[config.mk]
export PLATFORM = sky130hd
export DESIGN_NAME = ific_top
export DESIGN_NICKNAME = d
export VERILOG_FILES = /design/src/hw/ific_pkg.sv /design/src/hw/ific_top.sv
export SDC_FILE = /design/constraint.sdc
export NUM_CORES = 1
export LEC_CHECK = 0
export BUFFER_PORTS_ARGS = -buffer_cell sky130_fd_sc_hd__buf_2
export CAP_MARGIN = 20
export CORE_ASPECT_RATIO = 1.2
export CORE_MARGIN = 1.5
export CORE_UTILIZATION = 38
export CTS_BUF_LIST = sky130_fd_sc_hd__clkbuf_16
export CTS_CLUSTER_DIAMETER = 80
export DETAILED_ROUTE_END_ITERATION = 10
export GPL_TIMING_DRIVEN = 1
export MAX_ROUTING_LAYER = met4
export SLEW_MARGIN = 0
export SYNTH_ARGS = -nofsm -noshare
export SYNTH_HDL_FRONTEND = slang
export SYNTH_SLANG_ARGS = --single-unit
[constraint.sdc]
create_clock -name REF_CLK -period 2.4 [get_ports REF_CLK]
set_clock_uncertainty 0.05 [all_clocks]
set_input_delay 0.12 -clock REF_CLK [delete_from_list [all_inputs] [get_ports REF_CLK]]
set_output_delay 0.12 -clock REF_CLK [all_outputs]
set_load 0.03 [all_outputs]
[src/hw/ific_pkg.sv]
package ific_pkg;
	// =========================================
	// Sizes
	localparam int ADDR_W     = 8;
	localparam int DATA_W     = 32;
	localparam int FIFO_DEPTH = 8;

	// =========================================
	// Register offsets
	localparam logic [7:0] CTRL_OFF  = 8'h00;
	localparam logic [7:0] FL0_OFF   = 8'h08;
	localparam logic [7:0] EN0_OFF   = 8'h0C;
	localparam logic [7:0] FL1_OFF   = 8'h10;
	localparam logic [7:0] EN1_OFF   = 8'h14;
	localparam logic [7:0] LEN_OFF   = 8'h18;
	localparam logic [7:0] RXC0_OFF  = 8'h1C;
	localparam logic [7:0] RXC1_OFF  = 8'h20;
	localparam logic [7:0] TXC0_OFF  = 8'h24;
	localparam logic [7:0] TXC1_OFF  = 8'h28;
	localparam logic [7:0] DATA_OFF  = 8'h2C;

	// =========================================
	// Field positions
	localparam int THR_LSB        = 8;
	localparam int CNT_LSB        = 8;
	localparam int FLUSH_BIT      = 7;
	localparam int DNR_BIT        = 0;
	localparam int MST_BIT        = 0;
	localparam int READY_MODE_BIT = 1;
	localparam int PRELOAD_BIT    = 0;
	localparam int TX_LAST_BIT    = 1;
	localparam int TX_READY_BIT   = 0;
	localparam int LEN_TX_LSB     = 8;
	localparam int FL1_TXU_BIT    = 1;
	localparam int FL1_RXO_BIT    = 0;
	localparam int F_LOCKOUT = 15;
	localparam int F_SSTOP   = 14;
	localparam int F_SSTART  = 13;
	localparam int F_NOANS   = 12;
	localparam int F_DREF    = 11;
	localparam int F_AREF    = 10;
	localparam int F_TMO     = 9;
	localparam int F_ARB     = 8;
	localparam int F_AACK    = 7;
	localparam int F_STOP    = 6;
	localparam int F_TXTH    = 5;
	localparam int F_RXTH    = 4;
	localparam int F_AMATCH  = 3;
	localparam int F_GCALL   = 2;
	localparam int F_INTRX   = 1;
	localparam int F_DONE    = 0;

	// =========================================
	// Reset and fixed values
	localparam logic [7:0] RX_CNT_RST   = 8'h01;
	localparam logic       TX_READY_RST = 1'b1;
	localparam logic [7:0] EMPTY_BYTE   = 8'hFF;
	localparam logic [7:0] FIFO_LEN_VAL = 8'h08;
	localparam logic [8:0] RX_CNT_MAX   = 9'h100;

	typedef struct packed {
		logic stray_stop_error;
		logic stray_start_error;
		logic data_refused_error;
		logic address_refused_error;
		logic bus_hold_timeout_error;
		logic arbitration_loss_error;
		logic addr_ack;
		logic interactive_receive_mode;
		logic done;
	} ific_evt_t;

	typedef struct packed {
		logic [15:0]      en0;
		logic [15:0]      fl0;
		logic [1:0]       fl1;
		logic [1:0]       en1;
		logic [3:0]       rx_thr;
		logic             rx_flush;
		logic             dnr;
		logic [7:0]       rx_cnt;
		logic [3:0]       tx_thr;
		logic             tx_flush;
		logic             ready_mode;
		logic             preload;
		logic             tx_last;
		logic             tx_ready;
		logic             mst;
		logic [7:0][7:0]  rx_mem;
		logic [2:0]       rx_rd;
		logic [3:0]       rx_n;
		logic [7:0][7:0]  tx_mem;
		logic [2:0]       tx_rd;
		logic [3:0]       tx_n;
		logic [7:0]       tx_data;
		logic [31:0]      prdata;
		logic             pslverr;
		logic [1:0]       scl_s;
		logic [1:0]       sda_s;
		logic             scl_p;
		logic             sda_p;
		logic             hold;
		logic             refuse;
	} ific_state_t;
endpackage

[src/hw/ific_top.sv]
// Design decision made here: the APB slave port.
`timescale 1ns/1ns
`default_nettype none
module ific_top
	import ific_pkg::*;
(
	// Clock and reset
	input  wire logic              REF_CLK,
	input  wire logic              RST,
	// APB slave
	input  wire logic              PSEL,
	input  wire logic              PENABLE,
	input  wire logic              PWRITE,
	input  wire logic [ADDR_W-1:0] PADDR,
	input  wire logic [DATA_W-1:0] PWDATA,
	output logic      [DATA_W-1:0] PRDATA,
	output logic                   PREADY,
	output logic                   PSLVERR,
	// Two-wire pins
	input  wire logic              SCL_I,
	input  wire logic              SDA_I,
	output logic                   SCL_O,
	output logic                   SCL_OE,
	// Protocol engine, same clock
	input  wire ific_evt_t         ENG_EVT,
	input  wire logic              ENG_ADDR_MATCH,
	input  wire logic              ENG_GCALL_MATCH,
	input  wire logic              ENG_WRITE_REQ,
	input  wire logic              ENG_RX_VALID,
	input  wire logic [7:0]        ENG_RX_DATA,
	input  wire logic              ENG_TX_POP,
	output logic [7:0]             ENG_TX_DATA,
	output logic                   ADDR_ACK,
	output logic                   DATA_ACK,
	output logic [8:0]             MST_RX_COUNT,
	// Interrupt
	output logic                   IRQ
);

	// =========================================
	// Helpers
	function automatic logic hit(input logic [ADDR_W-1:0] a, input logic [7:0] off);
		hit = (a == off);
	endfunction

	function automatic logic [15:0] fl0_view(input ific_state_t s);
		logic [15:0] v;
		v = s.fl0;
		v[F_TXTH] = (s.tx_n <= s.tx_thr);
		v[F_RXTH] = (s.rx_n >= s.rx_thr);
		fl0_view = v;
	endfunction

	ific_state_t q;
	ific_state_t d;

	logic        wr_acc;
	logic        rd_acc;
	logic        setup;
	logic        start_cond;
	logic        stop_cond;
	logic        slave;
	logic        match;
	logic        refuse_addr;
	logic        ready_block;
	logic        rx_store;
	logic [31:0] rd_word;

	assign setup  = PSEL & ~PENABLE;
	assign wr_acc = PSEL & PENABLE & PWRITE;
	assign rd_acc = PSEL & PENABLE & ~PWRITE;
	assign slave  = ~q.mst;
	assign match  = slave & (ENG_ADDR_MATCH | ENG_GCALL_MATCH);

	// Start: SDA falls with SCL high; stop: SDA rises with SCL high
	assign start_cond = q.scl_s[1] & q.scl_p & q.sda_p & ~q.sda_s[1];
	assign stop_cond  = q.scl_s[1] & q.scl_p & ~q.sda_p & q.sda_s[1];

	// Preload without ready refuses the address; so does dnr with pending data on a write request
	assign ready_block = q.preload & ~q.tx_ready;
	assign refuse_addr = ready_block | (q.dnr & ENG_WRITE_REQ & (q.rx_n != 4'h0));
	assign rx_store    = ENG_RX_VALID & ~q.refuse;

	// =========================================
	// Read mux
	always_comb
	begin
		rd_word = 32'h0000_0000;
		case (PADDR)
			CTRL_OFF: rd_word[MST_BIT] = q.mst;
			FL0_OFF:  rd_word[15:0] = fl0_view(q);
			EN0_OFF:  rd_word[15:0] = q.en0;
			FL1_OFF:  rd_word[1:0] = q.fl1;
			EN1_OFF:  rd_word[1:0] = q.en1;
			LEN_OFF:  rd_word[15:0] = {FIFO_LEN_VAL, FIFO_LEN_VAL};
			RXC0_OFF: rd_word = {20'h0_0000, q.rx_thr, q.rx_flush, 6'h00, q.dnr};
			RXC1_OFF: rd_word = {20'h0_0000, q.rx_n, q.rx_cnt};
			TXC0_OFF: rd_word = {20'h0_0000, q.tx_thr, q.tx_flush, 5'h00, q.ready_mode, q.preload};
			TXC1_OFF: rd_word = {20'h0_0000, q.tx_n, 6'h00, q.tx_last, q.tx_ready};
			DATA_OFF: rd_word[7:0] = (q.rx_n == 4'h0) ? EMPTY_BYTE : q.rx_mem[q.rx_rd];
			default:  rd_word = 32'h0000_0000;
		endcase
	end

	// =========================================
	// Next state
	always_comb
	begin
		d = q;
		d.scl_s = {q.scl_s[0], SCL_I};
		d.sda_s = {q.sda_s[0], SDA_I};
		d.scl_p = q.scl_s[1];
		d.sda_p = q.sda_s[1];

		// Bus slave: zero wait, data sampled in setup
		if (setup)
		begin
			d.prdata  = rd_word;
			d.pslverr = ~(hit(PADDR, CTRL_OFF) | hit(PADDR, FL0_OFF) | hit(PADDR, EN0_OFF)
				| hit(PADDR, FL1_OFF) | hit(PADDR, EN1_OFF) | hit(PADDR, LEN_OFF)
				| hit(PADDR, RXC0_OFF) | hit(PADDR, RXC1_OFF) | hit(PADDR, TXC0_OFF)
				| hit(PADDR, TXC1_OFF) | hit(PADDR, DATA_OFF));
		end

		// Flushes complete one cycle after the request
		if (q.rx_flush)
		begin
			d.rx_n     = 4'h0;
			d.rx_flush = 1'b0;
		end
		if (q.tx_flush)
		begin
			d.tx_n     = 4'h0;
			d.tx_flush = 1'b0;
		end

		// Software writes
		if (wr_acc)
		begin
			if (hit(PADDR, CTRL_OFF))
				d.mst = PWDATA[MST_BIT];
			if (hit(PADDR, FL0_OFF))
				d.fl0 = q.fl0 & ~PWDATA[15:0];
			if (hit(PADDR, EN0_OFF))
				d.en0 = PWDATA[15:0];
			if (hit(PADDR, FL1_OFF))
				d.fl1 = q.fl1 & ~PWDATA[1:0];
			if (hit(PADDR, EN1_OFF))
				d.en1 = PWDATA[1:0];
			if (hit(PADDR, RXC0_OFF))
			begin
				d.rx_thr = PWDATA[THR_LSB+:4];
				d.dnr    = PWDATA[DNR_BIT];
				if (PWDATA[FLUSH_BIT])
					d.rx_flush = 1'b1;
			end
			if (hit(PADDR, RXC1_OFF))
				d.rx_cnt = PWDATA[7:0];
			if (hit(PADDR, TXC0_OFF))
			begin
				d.tx_thr     = PWDATA[THR_LSB+:4];
				d.ready_mode = PWDATA[READY_MODE_BIT];
				d.preload    = PWDATA[PRELOAD_BIT];
				if (PWDATA[FLUSH_BIT])
					d.tx_flush = 1'b1;
			end
			if (hit(PADDR, TXC1_OFF))
			begin
				if (PWDATA[TX_LAST_BIT])
					d.tx_last = 1'b1;
				if (PWDATA[TX_READY_BIT])
					d.tx_ready = 1'b1;
			end
			// Pushes dropped while full or locked out
			if (hit(PADDR, DATA_OFF) && q.tx_n != 4'(FIFO_DEPTH) && !q.fl0[F_LOCKOUT] && !q.tx_flush)
			begin
				d.tx_mem[3'(q.tx_rd + q.tx_n[2:0])] = PWDATA[7:0];
				d.tx_n = q.tx_n + 4'h1;
			end
		end
		if (rd_acc && hit(PADDR, DATA_OFF) && q.rx_n != 4'h0 && !q.rx_flush)
		begin
			d.rx_rd = q.rx_rd + 3'h1;
			d.rx_n  = d.rx_n - 4'h1;
		end

		// Engine events; set wins over a same-cycle clear
		d.fl0[F_SSTOP]  = d.fl0[F_SSTOP] | ENG_EVT.stray_stop_error;
		d.fl0[F_SSTART] = d.fl0[F_SSTART] | ENG_EVT.stray_start_error;
		d.fl0[F_DREF]   = d.fl0[F_DREF] | ENG_EVT.data_refused_error;
		d.fl0[F_AREF]   = d.fl0[F_AREF] | ENG_EVT.address_refused_error;
		d.fl0[F_TMO]    = d.fl0[F_TMO] | ENG_EVT.bus_hold_timeout_error;
		d.fl0[F_ARB]    = d.fl0[F_ARB] | ENG_EVT.arbitration_loss_error;
		d.fl0[F_AACK]   = d.fl0[F_AACK] | ENG_EVT.addr_ack;
		d.fl0[F_INTRX]  = d.fl0[F_INTRX] | ENG_EVT.interactive_receive_mode;
		d.fl0[F_DONE]   = d.fl0[F_DONE] | ENG_EVT.done;
		d.fl0[F_STOP]   = d.fl0[F_STOP] | (slave & stop_cond);
		d.fl0[F_TXTH]   = 1'b0;
		d.fl0[F_RXTH]   = 1'b0;

		// Address phase handling
		if (match)
		begin
			d.fl0[F_AMATCH] = d.fl0[F_AMATCH] | ENG_ADDR_MATCH;
			d.fl0[F_GCALL]  = d.fl0[F_GCALL] | ENG_GCALL_MATCH;
			if (refuse_addr)
				d.fl0[F_NOANS] = 1'b1;
			// Pending receive data with dnr clear: ack address, refuse data
			d.refuse = ENG_WRITE_REQ & ~q.dnr & (q.rx_n != 4'h0);
			if (!q.preload)
			begin
				d.tx_n           = 4'h0;
				d.fl0[F_LOCKOUT] = 1'b1;
			end
			else if (!q.ready_mode && q.tx_ready)
				d.tx_ready = 1'b0;
		end
		if (q.preload && !q.ready_mode && !q.tx_ready)
			d.tx_ready = d.tx_ready & ~(wr_acc & hit(PADDR, TXC0_OFF));
		if (!d.preload)
			d.tx_ready = 1'b1;

		// Received bytes
		if (rx_store)
		begin
			if (q.rx_n == 4'(FIFO_DEPTH))
				d.fl1[FL1_RXO_BIT] = slave | d.fl1[FL1_RXO_BIT];
			else if (!q.rx_flush)
			begin
				d.rx_mem[3'(q.rx_rd + q.rx_n[2:0])] = ENG_RX_DATA;
				d.rx_n = d.rx_n + 4'h1;
			end
		end

		// Transmit byte request after master ack
		if (ENG_TX_POP)
		begin
			if (q.tx_n == 4'h0)
			begin
				if (slave)
				begin
					d.fl1[FL1_TXU_BIT] = 1'b1;
					d.hold = ~q.tx_last;
				end
			end
			else if (!q.tx_flush && !match)
			begin
				d.tx_data = q.tx_mem[q.tx_rd];
				d.tx_rd   = q.tx_rd + 3'h1;
				d.tx_n    = d.tx_n - 4'h1;
			end
		end
		if (q.hold && (q.tx_n != 4'h0 || q.tx_last))
			d.hold = 1'b0;

		// Stop or repeated start ends the transfer
		if (start_cond || stop_cond)
		begin
			d.tx_last = 1'b0;
			d.hold    = 1'b0;
			d.refuse  = 1'b0;
		end
	end

	// =========================================
	// Registers
	always_ff @(posedge REF_CLK)
	begin
		if (RST)
		begin
			q          <= '0;
			q.rx_cnt   <= RX_CNT_RST;
			q.tx_ready <= TX_READY_RST;
			q.scl_s    <= 2'b11;
			q.sda_s    <= 2'b11;
			q.scl_p    <= 1'b1;
			q.sda_p    <= 1'b1;
		end
		else
			q <= d;
	end

	// =========================================
	// Outputs
	assign PRDATA       = q.prdata;
	assign PREADY       = 1'b1;
	assign PSLVERR      = q.pslverr & PSEL & PENABLE;
	assign SCL_O        = 1'b0;
	assign SCL_OE       = q.hold;
	assign ENG_TX_DATA  = q.tx_data;
	assign ADDR_ACK     = ~refuse_addr;
	assign DATA_ACK     = ~q.refuse;
	assign MST_RX_COUNT = (q.rx_cnt == 8'h00) ? RX_CNT_MAX : {1'b0, q.rx_cnt};
	assign IRQ          = (|(fl0_view(q) & q.en0)) | (|(q.fl1 & q.en1));

	// =========================================
	// Checks
	irq_source_a: assert property (@(posedge REF_CLK) disable iff (RST)
		(ENG_EVT.done && q.en0[F_DONE] && !(wr_acc && PADDR == EN0_OFF)) |=> IRQ)
		else $error("enabled flag gave no interrupt");
	rx_flush_done_a: assert property (@(posedge REF_CLK) disable iff (RST)
		(wr_acc && PADDR == RXC0_OFF && PWDATA[FLUSH_BIT]) |=> q.rx_flush ##1 (!q.rx_flush && q.rx_n == 4'h0))
		else $error("receive flush did not finish");
	tx_underflow_set_a: assert property (@(posedge REF_CLK) disable iff (RST)
		(ENG_TX_POP && slave && q.tx_n == 4'h0) |=> q.fl1[FL1_TXU_BIT])
		else $error("underflow not flagged");
	rx_overflow_set_a: assert property (@(posedge REF_CLK) disable iff (RST)
		(rx_store && slave && q.rx_n == 4'h8 && !rd_acc && !q.rx_flush) |=> (q.fl1[FL1_RXO_BIT] && $stable(q.rx_n)))
		else $error("overflow not flagged");
	match_lock_a: assert property (@(posedge REF_CLK) disable iff (RST)
		(match && !q.preload) |=> (q.fl0[F_LOCKOUT] && q.tx_n == 4'h0))
		else $error("match did not lock queue");
	preload_nolock_a: assert property (@(posedge REF_CLK) disable iff (RST)
		(match && q.preload && !q.fl0[F_LOCKOUT] && !ENG_EVT.done) |=> !q.fl0[F_LOCKOUT])
		else $error("preload match locked queue");
	ready_forced_a: assert property (@(posedge REF_CLK) disable iff (RST)
		!q.preload |-> q.tx_ready)
		else $error("ready not forced");
	scl_hold_a: assert property (@(posedge REF_CLK) disable iff (RST)
		(ENG_TX_POP && slave && q.tx_n == 4'h0 && !q.tx_last && !start_cond && !stop_cond) |=> SCL_OE)
		else $error("scl not held on empty queue");
	rx_thresh_a: assert property (@(posedge REF_CLK) disable iff (RST)
		(setup && PADDR == FL0_OFF && q.rx_n >= q.rx_thr) |=> PRDATA[F_RXTH])
		else $error("receive threshold flag missing");

endmodule // ific_top
`default_nettype wire

==> Implementation_results.wiki <==
{| class="wikitable"
! Metric !! Value
|-
| Run status || finished, violations left
|-
| Violations in the final reports || negative setup slack
|-
| Slew Limit Headroom || 59.3%
|-
| Sw frac || 24.1%
|-
| Number of hold violations in the final report || 0
|-
| Post-synth ARST share || 0%
|-
| Die Y || 193 um
|-
| Share of layout cells above drive strength 1 || 24.3%
|-
| Wire length per cell || 18.0 um
|-
| Element type at the critical path start || flop
|-
| Crit-path leading delay family || compound AO/OA/AOI/OAI gates
|-
| Count of final max-slew check failures || 0
|-
| Clock slew seen by the registers of the worst setup and hold paths || 60 ps
|-
| Type of the tightest min-delay check || input pin to flop
|-
| H-tree lvl count || 1
|-
| Simple-gate share of the synthesized area || 16.9%
|-
| Total detailed-routing wirelength || 31,900 um
|-
| Slew at the pin with the worst max-slew slack || 609 ps
|-
| Starting density of the core || 38.6%
|-
| Number of global-route vias before repair || 9,333
|-
| Final period util || 103%
|-
| Cell area after technology mapping || 11,400 um2
|-
| IO Count || 125
|-
| Upper clock frequency limit || 0.406 GHz
|-
| Number of detailed-routing iterations run before antenna repair || 6
|-
| #FFs+latches synth || 233
|-
| Number of core rows || 69
|-
| Total die area || 31,100 um2
|-
| Top post-synthesis cells by area || dfxtp_1, mux2i_1, nor2_1
|-
| Beginning of the worst hold path || PWDATA[0]
|-
| Top cell type by total area after synthesis || dfxtp_1
|-
| Number of cells in the finished layout apart from fillers || 1,772
|-
| Worst Hold Endpoint || q[192]$_SDFF_PP1_
|-
| Syn Area/Cell || 9.60 um2
|-
| Number of cells on the worst hold path || 3
|-
| Portion of synthesized cell area occupied by the leading cell type || 40.8%
|-
| Cell Int Power || 0.00663 W
|-
| Area growth from synthesis to final layout || 26.4%
|-
| Crit path buf inv count || 3
|-
| First-pass GRT wire length || 50,800 um
|-
| Number of antenna violations at the first check in global routing || 1
|-
| Via Count || 9,359
|-
| Max clock buf depth || 3
|-
| Most common cell on crit path || buf_6
|-
| Instance count after placement with tap cells included || 1,663
|-
| Number of enable flip-flop cells after synthesis || 0
|-
| Yosys cell types || 70
|-
| Crit path required time || 2230 ps
|-
| Final-report setup violation count || 6
|-
| Compound-gate portion of the synthesized area || 8.14%
|-
| Clock root buffer master || clkbuf_16
|-
| Max cap viols || 0
|-
| Fillers || 2,751
|-
| Combinational family with the most area after synthesis || multiplexers
|-
| Slowest cell delay on critical path || 340 ps
|-
| Clock sink total || 233
|-
| Power Density || 606 nW/um2
|-
| GRT overflow || 0
|-
| Crit path launch || q[120]$_SDFF_PP0_
|-
| Core Footprint || 29,600 um2
|-
| YS warnings || 0
|-
| CTS tree || done
|-
| Die outline width || 161 um
|-
| Post-detailed-placement cell area || 12,700 um2
|-
| Final std cell area, no fill || 14,400 um2
|-
| Primary FF master, synth || dfxtp_1
|-
| Tmin final || 2460 ps
|-
| Maximum number of pins on one net before global-route repair || 63
|-
| Combinational share of power || 8.6%
|-
| RSZ-0062 raised after global routing || yes
|-
| RePlAce Congestion || 0.928
|-
| Relative contribution of sequential cells to total power || 45.3%
|-
| Ordered list of cells on the worst path || buf_6, inv_4, ha_4, nand2b_4, a21o_1, a211o_1, a31oi_1, nand2_1, buf_6
|-
| Sort of element at the end of the critical path || primary output
|-
| Setup slack of the worst register-to-register path || -20 ps
|-
| Least setup slack across all paths after layout || -63.1 ps
|-
| Critical path start-end classification || flop to primary output
|-
| Highest ir drop seen on vdd || 0.000515 V
|-
| Post-route DRC violation count || 0
|-
| Number of DRC markers after the initial detailed-route iteration || 746
|-
| Adder-Cell Fraction of Synth Area || 2.21%
|-
| Antenna-violating nets left || 0
|-
| Total Routing Usage GR || 21.3%
|-
| Dpl hpwl || 22,500 um
|-
| Mapped Cells || 1,189
|-
| Endpoint arrival time on the critical path || 2290 ps
|-
| Number of buffers added by the clock tree synthesis step || 26
|-
| Startpoint of the worst-slack reg-to-reg timing path || q[49]$_SDFF_PP0_
|-
| Slowest CP cell || dfxtp_2
|-
| Number of nets at the end of the flow || 1,449
|-
| Avg Vias per Cell || 5.28
|-
| Fraction of power consumed by the clock network || 46.0%
|-
| Worst-case reg-to-reg path depth || 8
|-
| Switching Power || 0.00211 W
|-
| Leakage power of the design || 6.02 nW
|-
| Xor/xnor share of the synthesized area || 1.47%
|-
| Worst flop-to-flop path endpoint || q[107]$_SDFFE_PP0P_
|-
| Clock latency on the worst-skew pair || 560 ps
|-
| Post-route total power || 0.00874 W
|-
| Portion of netlist area occupied by mux cells || 23.8%
|-
| Post-synthesis sequential area ratio || 40.8%
|-
| Number of port buffers || 90
|-
| Critical path fanouts, max || 2
|}
-- final cells by class --
cell class                      count  area [um2]  area share, %
Antenna cell                        1        2.50         0.0173
Clock buffer                       26         651           4.51
Clock inverter                     22         210           1.46
Inverter                           20        80.1          0.555
Multi-Input combinational cell    819        6310           43.7
Sequential cell                   233        4670           32.4
Tap cell                          390         488           3.38
Timing Repair Buffer              261        2010           14.0
-- power by group through the flow --
stage	registers, W	clock network [W]	logic [W]
floorplan	0.00404	0	0.000412
global placement	0.00404	0	0.000619
detailed placement	0.00405	0	0.000626
CTS	0.00396	0.00410	0.000718
global route	0.00396	0.00428	0.000813
finish	0.00396	0.00402	0.000755
-- registers in the layout, indices dropped and copies added, names as in the netlist --
register and flops:
q 204, PRDATA 16, d 4, SCL_OE 1, ENG_TX_DATA 8
-- synthesized netlist by cell type, drive strengths merged (9+ instances only) --
library cell,count
nor4,11
ha,17
a211oi,13
a21oi,32
nor2,225
nand3,14
mux2i,197
clkbuf,67
a22oi,12
xnor2,9
dfxtp,233
o21ai,20
a221oi,10
or2,11
nand2,50
buf,66
nand2b,10
mux4,32
nor2b,11
inv,20
nor3,18
-- kinds of logic (layout without fill, tap and decap cells) --
group	after synthesis	after routing
AO/OA/AOI/OAI	134	134
XOR/XNOR	16	16
adder cells (fa/ha/maj)	19	19
buffers and inverters	153	329
flip-flops	233	233
multiplexers	231	231
other	2	19
AND/OR/NAND/NOR	401	401
-- timing repair --
item / in CTS / in global routing
hold endpoints to repair: 172 / 0
pin swaps: 8 / 13
endpoints found under the setup margin: 31 / 109
buffers inserted: 2 / 4
hold buffers: 54 / 0
gates cloned: 1 / 0
gates resized for setup: 33 / 32
-- tightest hold or removal path, cell delays in order --
cell and delay [ps]:
buf_2 240, nand2_1 130, o211ai_1 90
-- metal layers --
metal  vias up  track usage, %  wire (um)
li1       4486               -          -
met2       292            34.6      14900
met5         -               -          0
met1      4505            26.1      13800
met3        76            4.06       2130
met4         0            8.44       1110
-- cells in the final DEF (no fill, tap or decap), types with 4 or more instances in the layout --
cell	count
ha_1	13
a21oi_1	32
nor3_1	16
dfxtp_1	230
o21ai_0	20
xor2_1	4
a22o_1	7
nand3_1	11
nand3b_1	4
nand2b_1	7
mux2i_1	194
dlygate4sd3_1	54
a22oi_1	12
clkbuf_16	26
a221oi_1	9
inv_1	21
nand4_1	8
xnor2_1	8
clkinv_1	9
bufinv_16	4
or2_2	10
conb_1	18
a2bb2oi_1	5
nor2b_1	11
nor2_1	225
buf_2	87
a21o_1	4
a211oi_1	13
buf_6	16
nor4_1	5
clkinv_2	4
or4b_4	4
mux4_2	32
nand2_1	48
or4_1	4
buf_4	98
nor4_4	5
or3_1	5
-- how the worst max path moves through the flow --
stage	to	cells after the start
after floorplan	q[158]$_SDFFE_PP0P_	7
after global placement	q[122]$_SDFF_PP0_	12
after detailed placement	q[122]$_SDFF_PP0_	12
after CTS	IRQ	7
after global routing	q[122]$_SDFF_PP0_	12
final	IRQ	9
-- stage by stage --
stage	TNS [ps]	worst slack, ps	hold WS [ps]	util [%]
after floorplan	-800	-75.9	174	-
after global placement	-3050	-152	277	42.8
after detailed placement	-2830	-161	288	42.8
after CTS	-70.9	-58.7	13.0	48.2
after global routing	-3630	-120	45.2	48.7
final	-111	-63.1	35.9	48.7
Power figures use the tool's default switching activity.
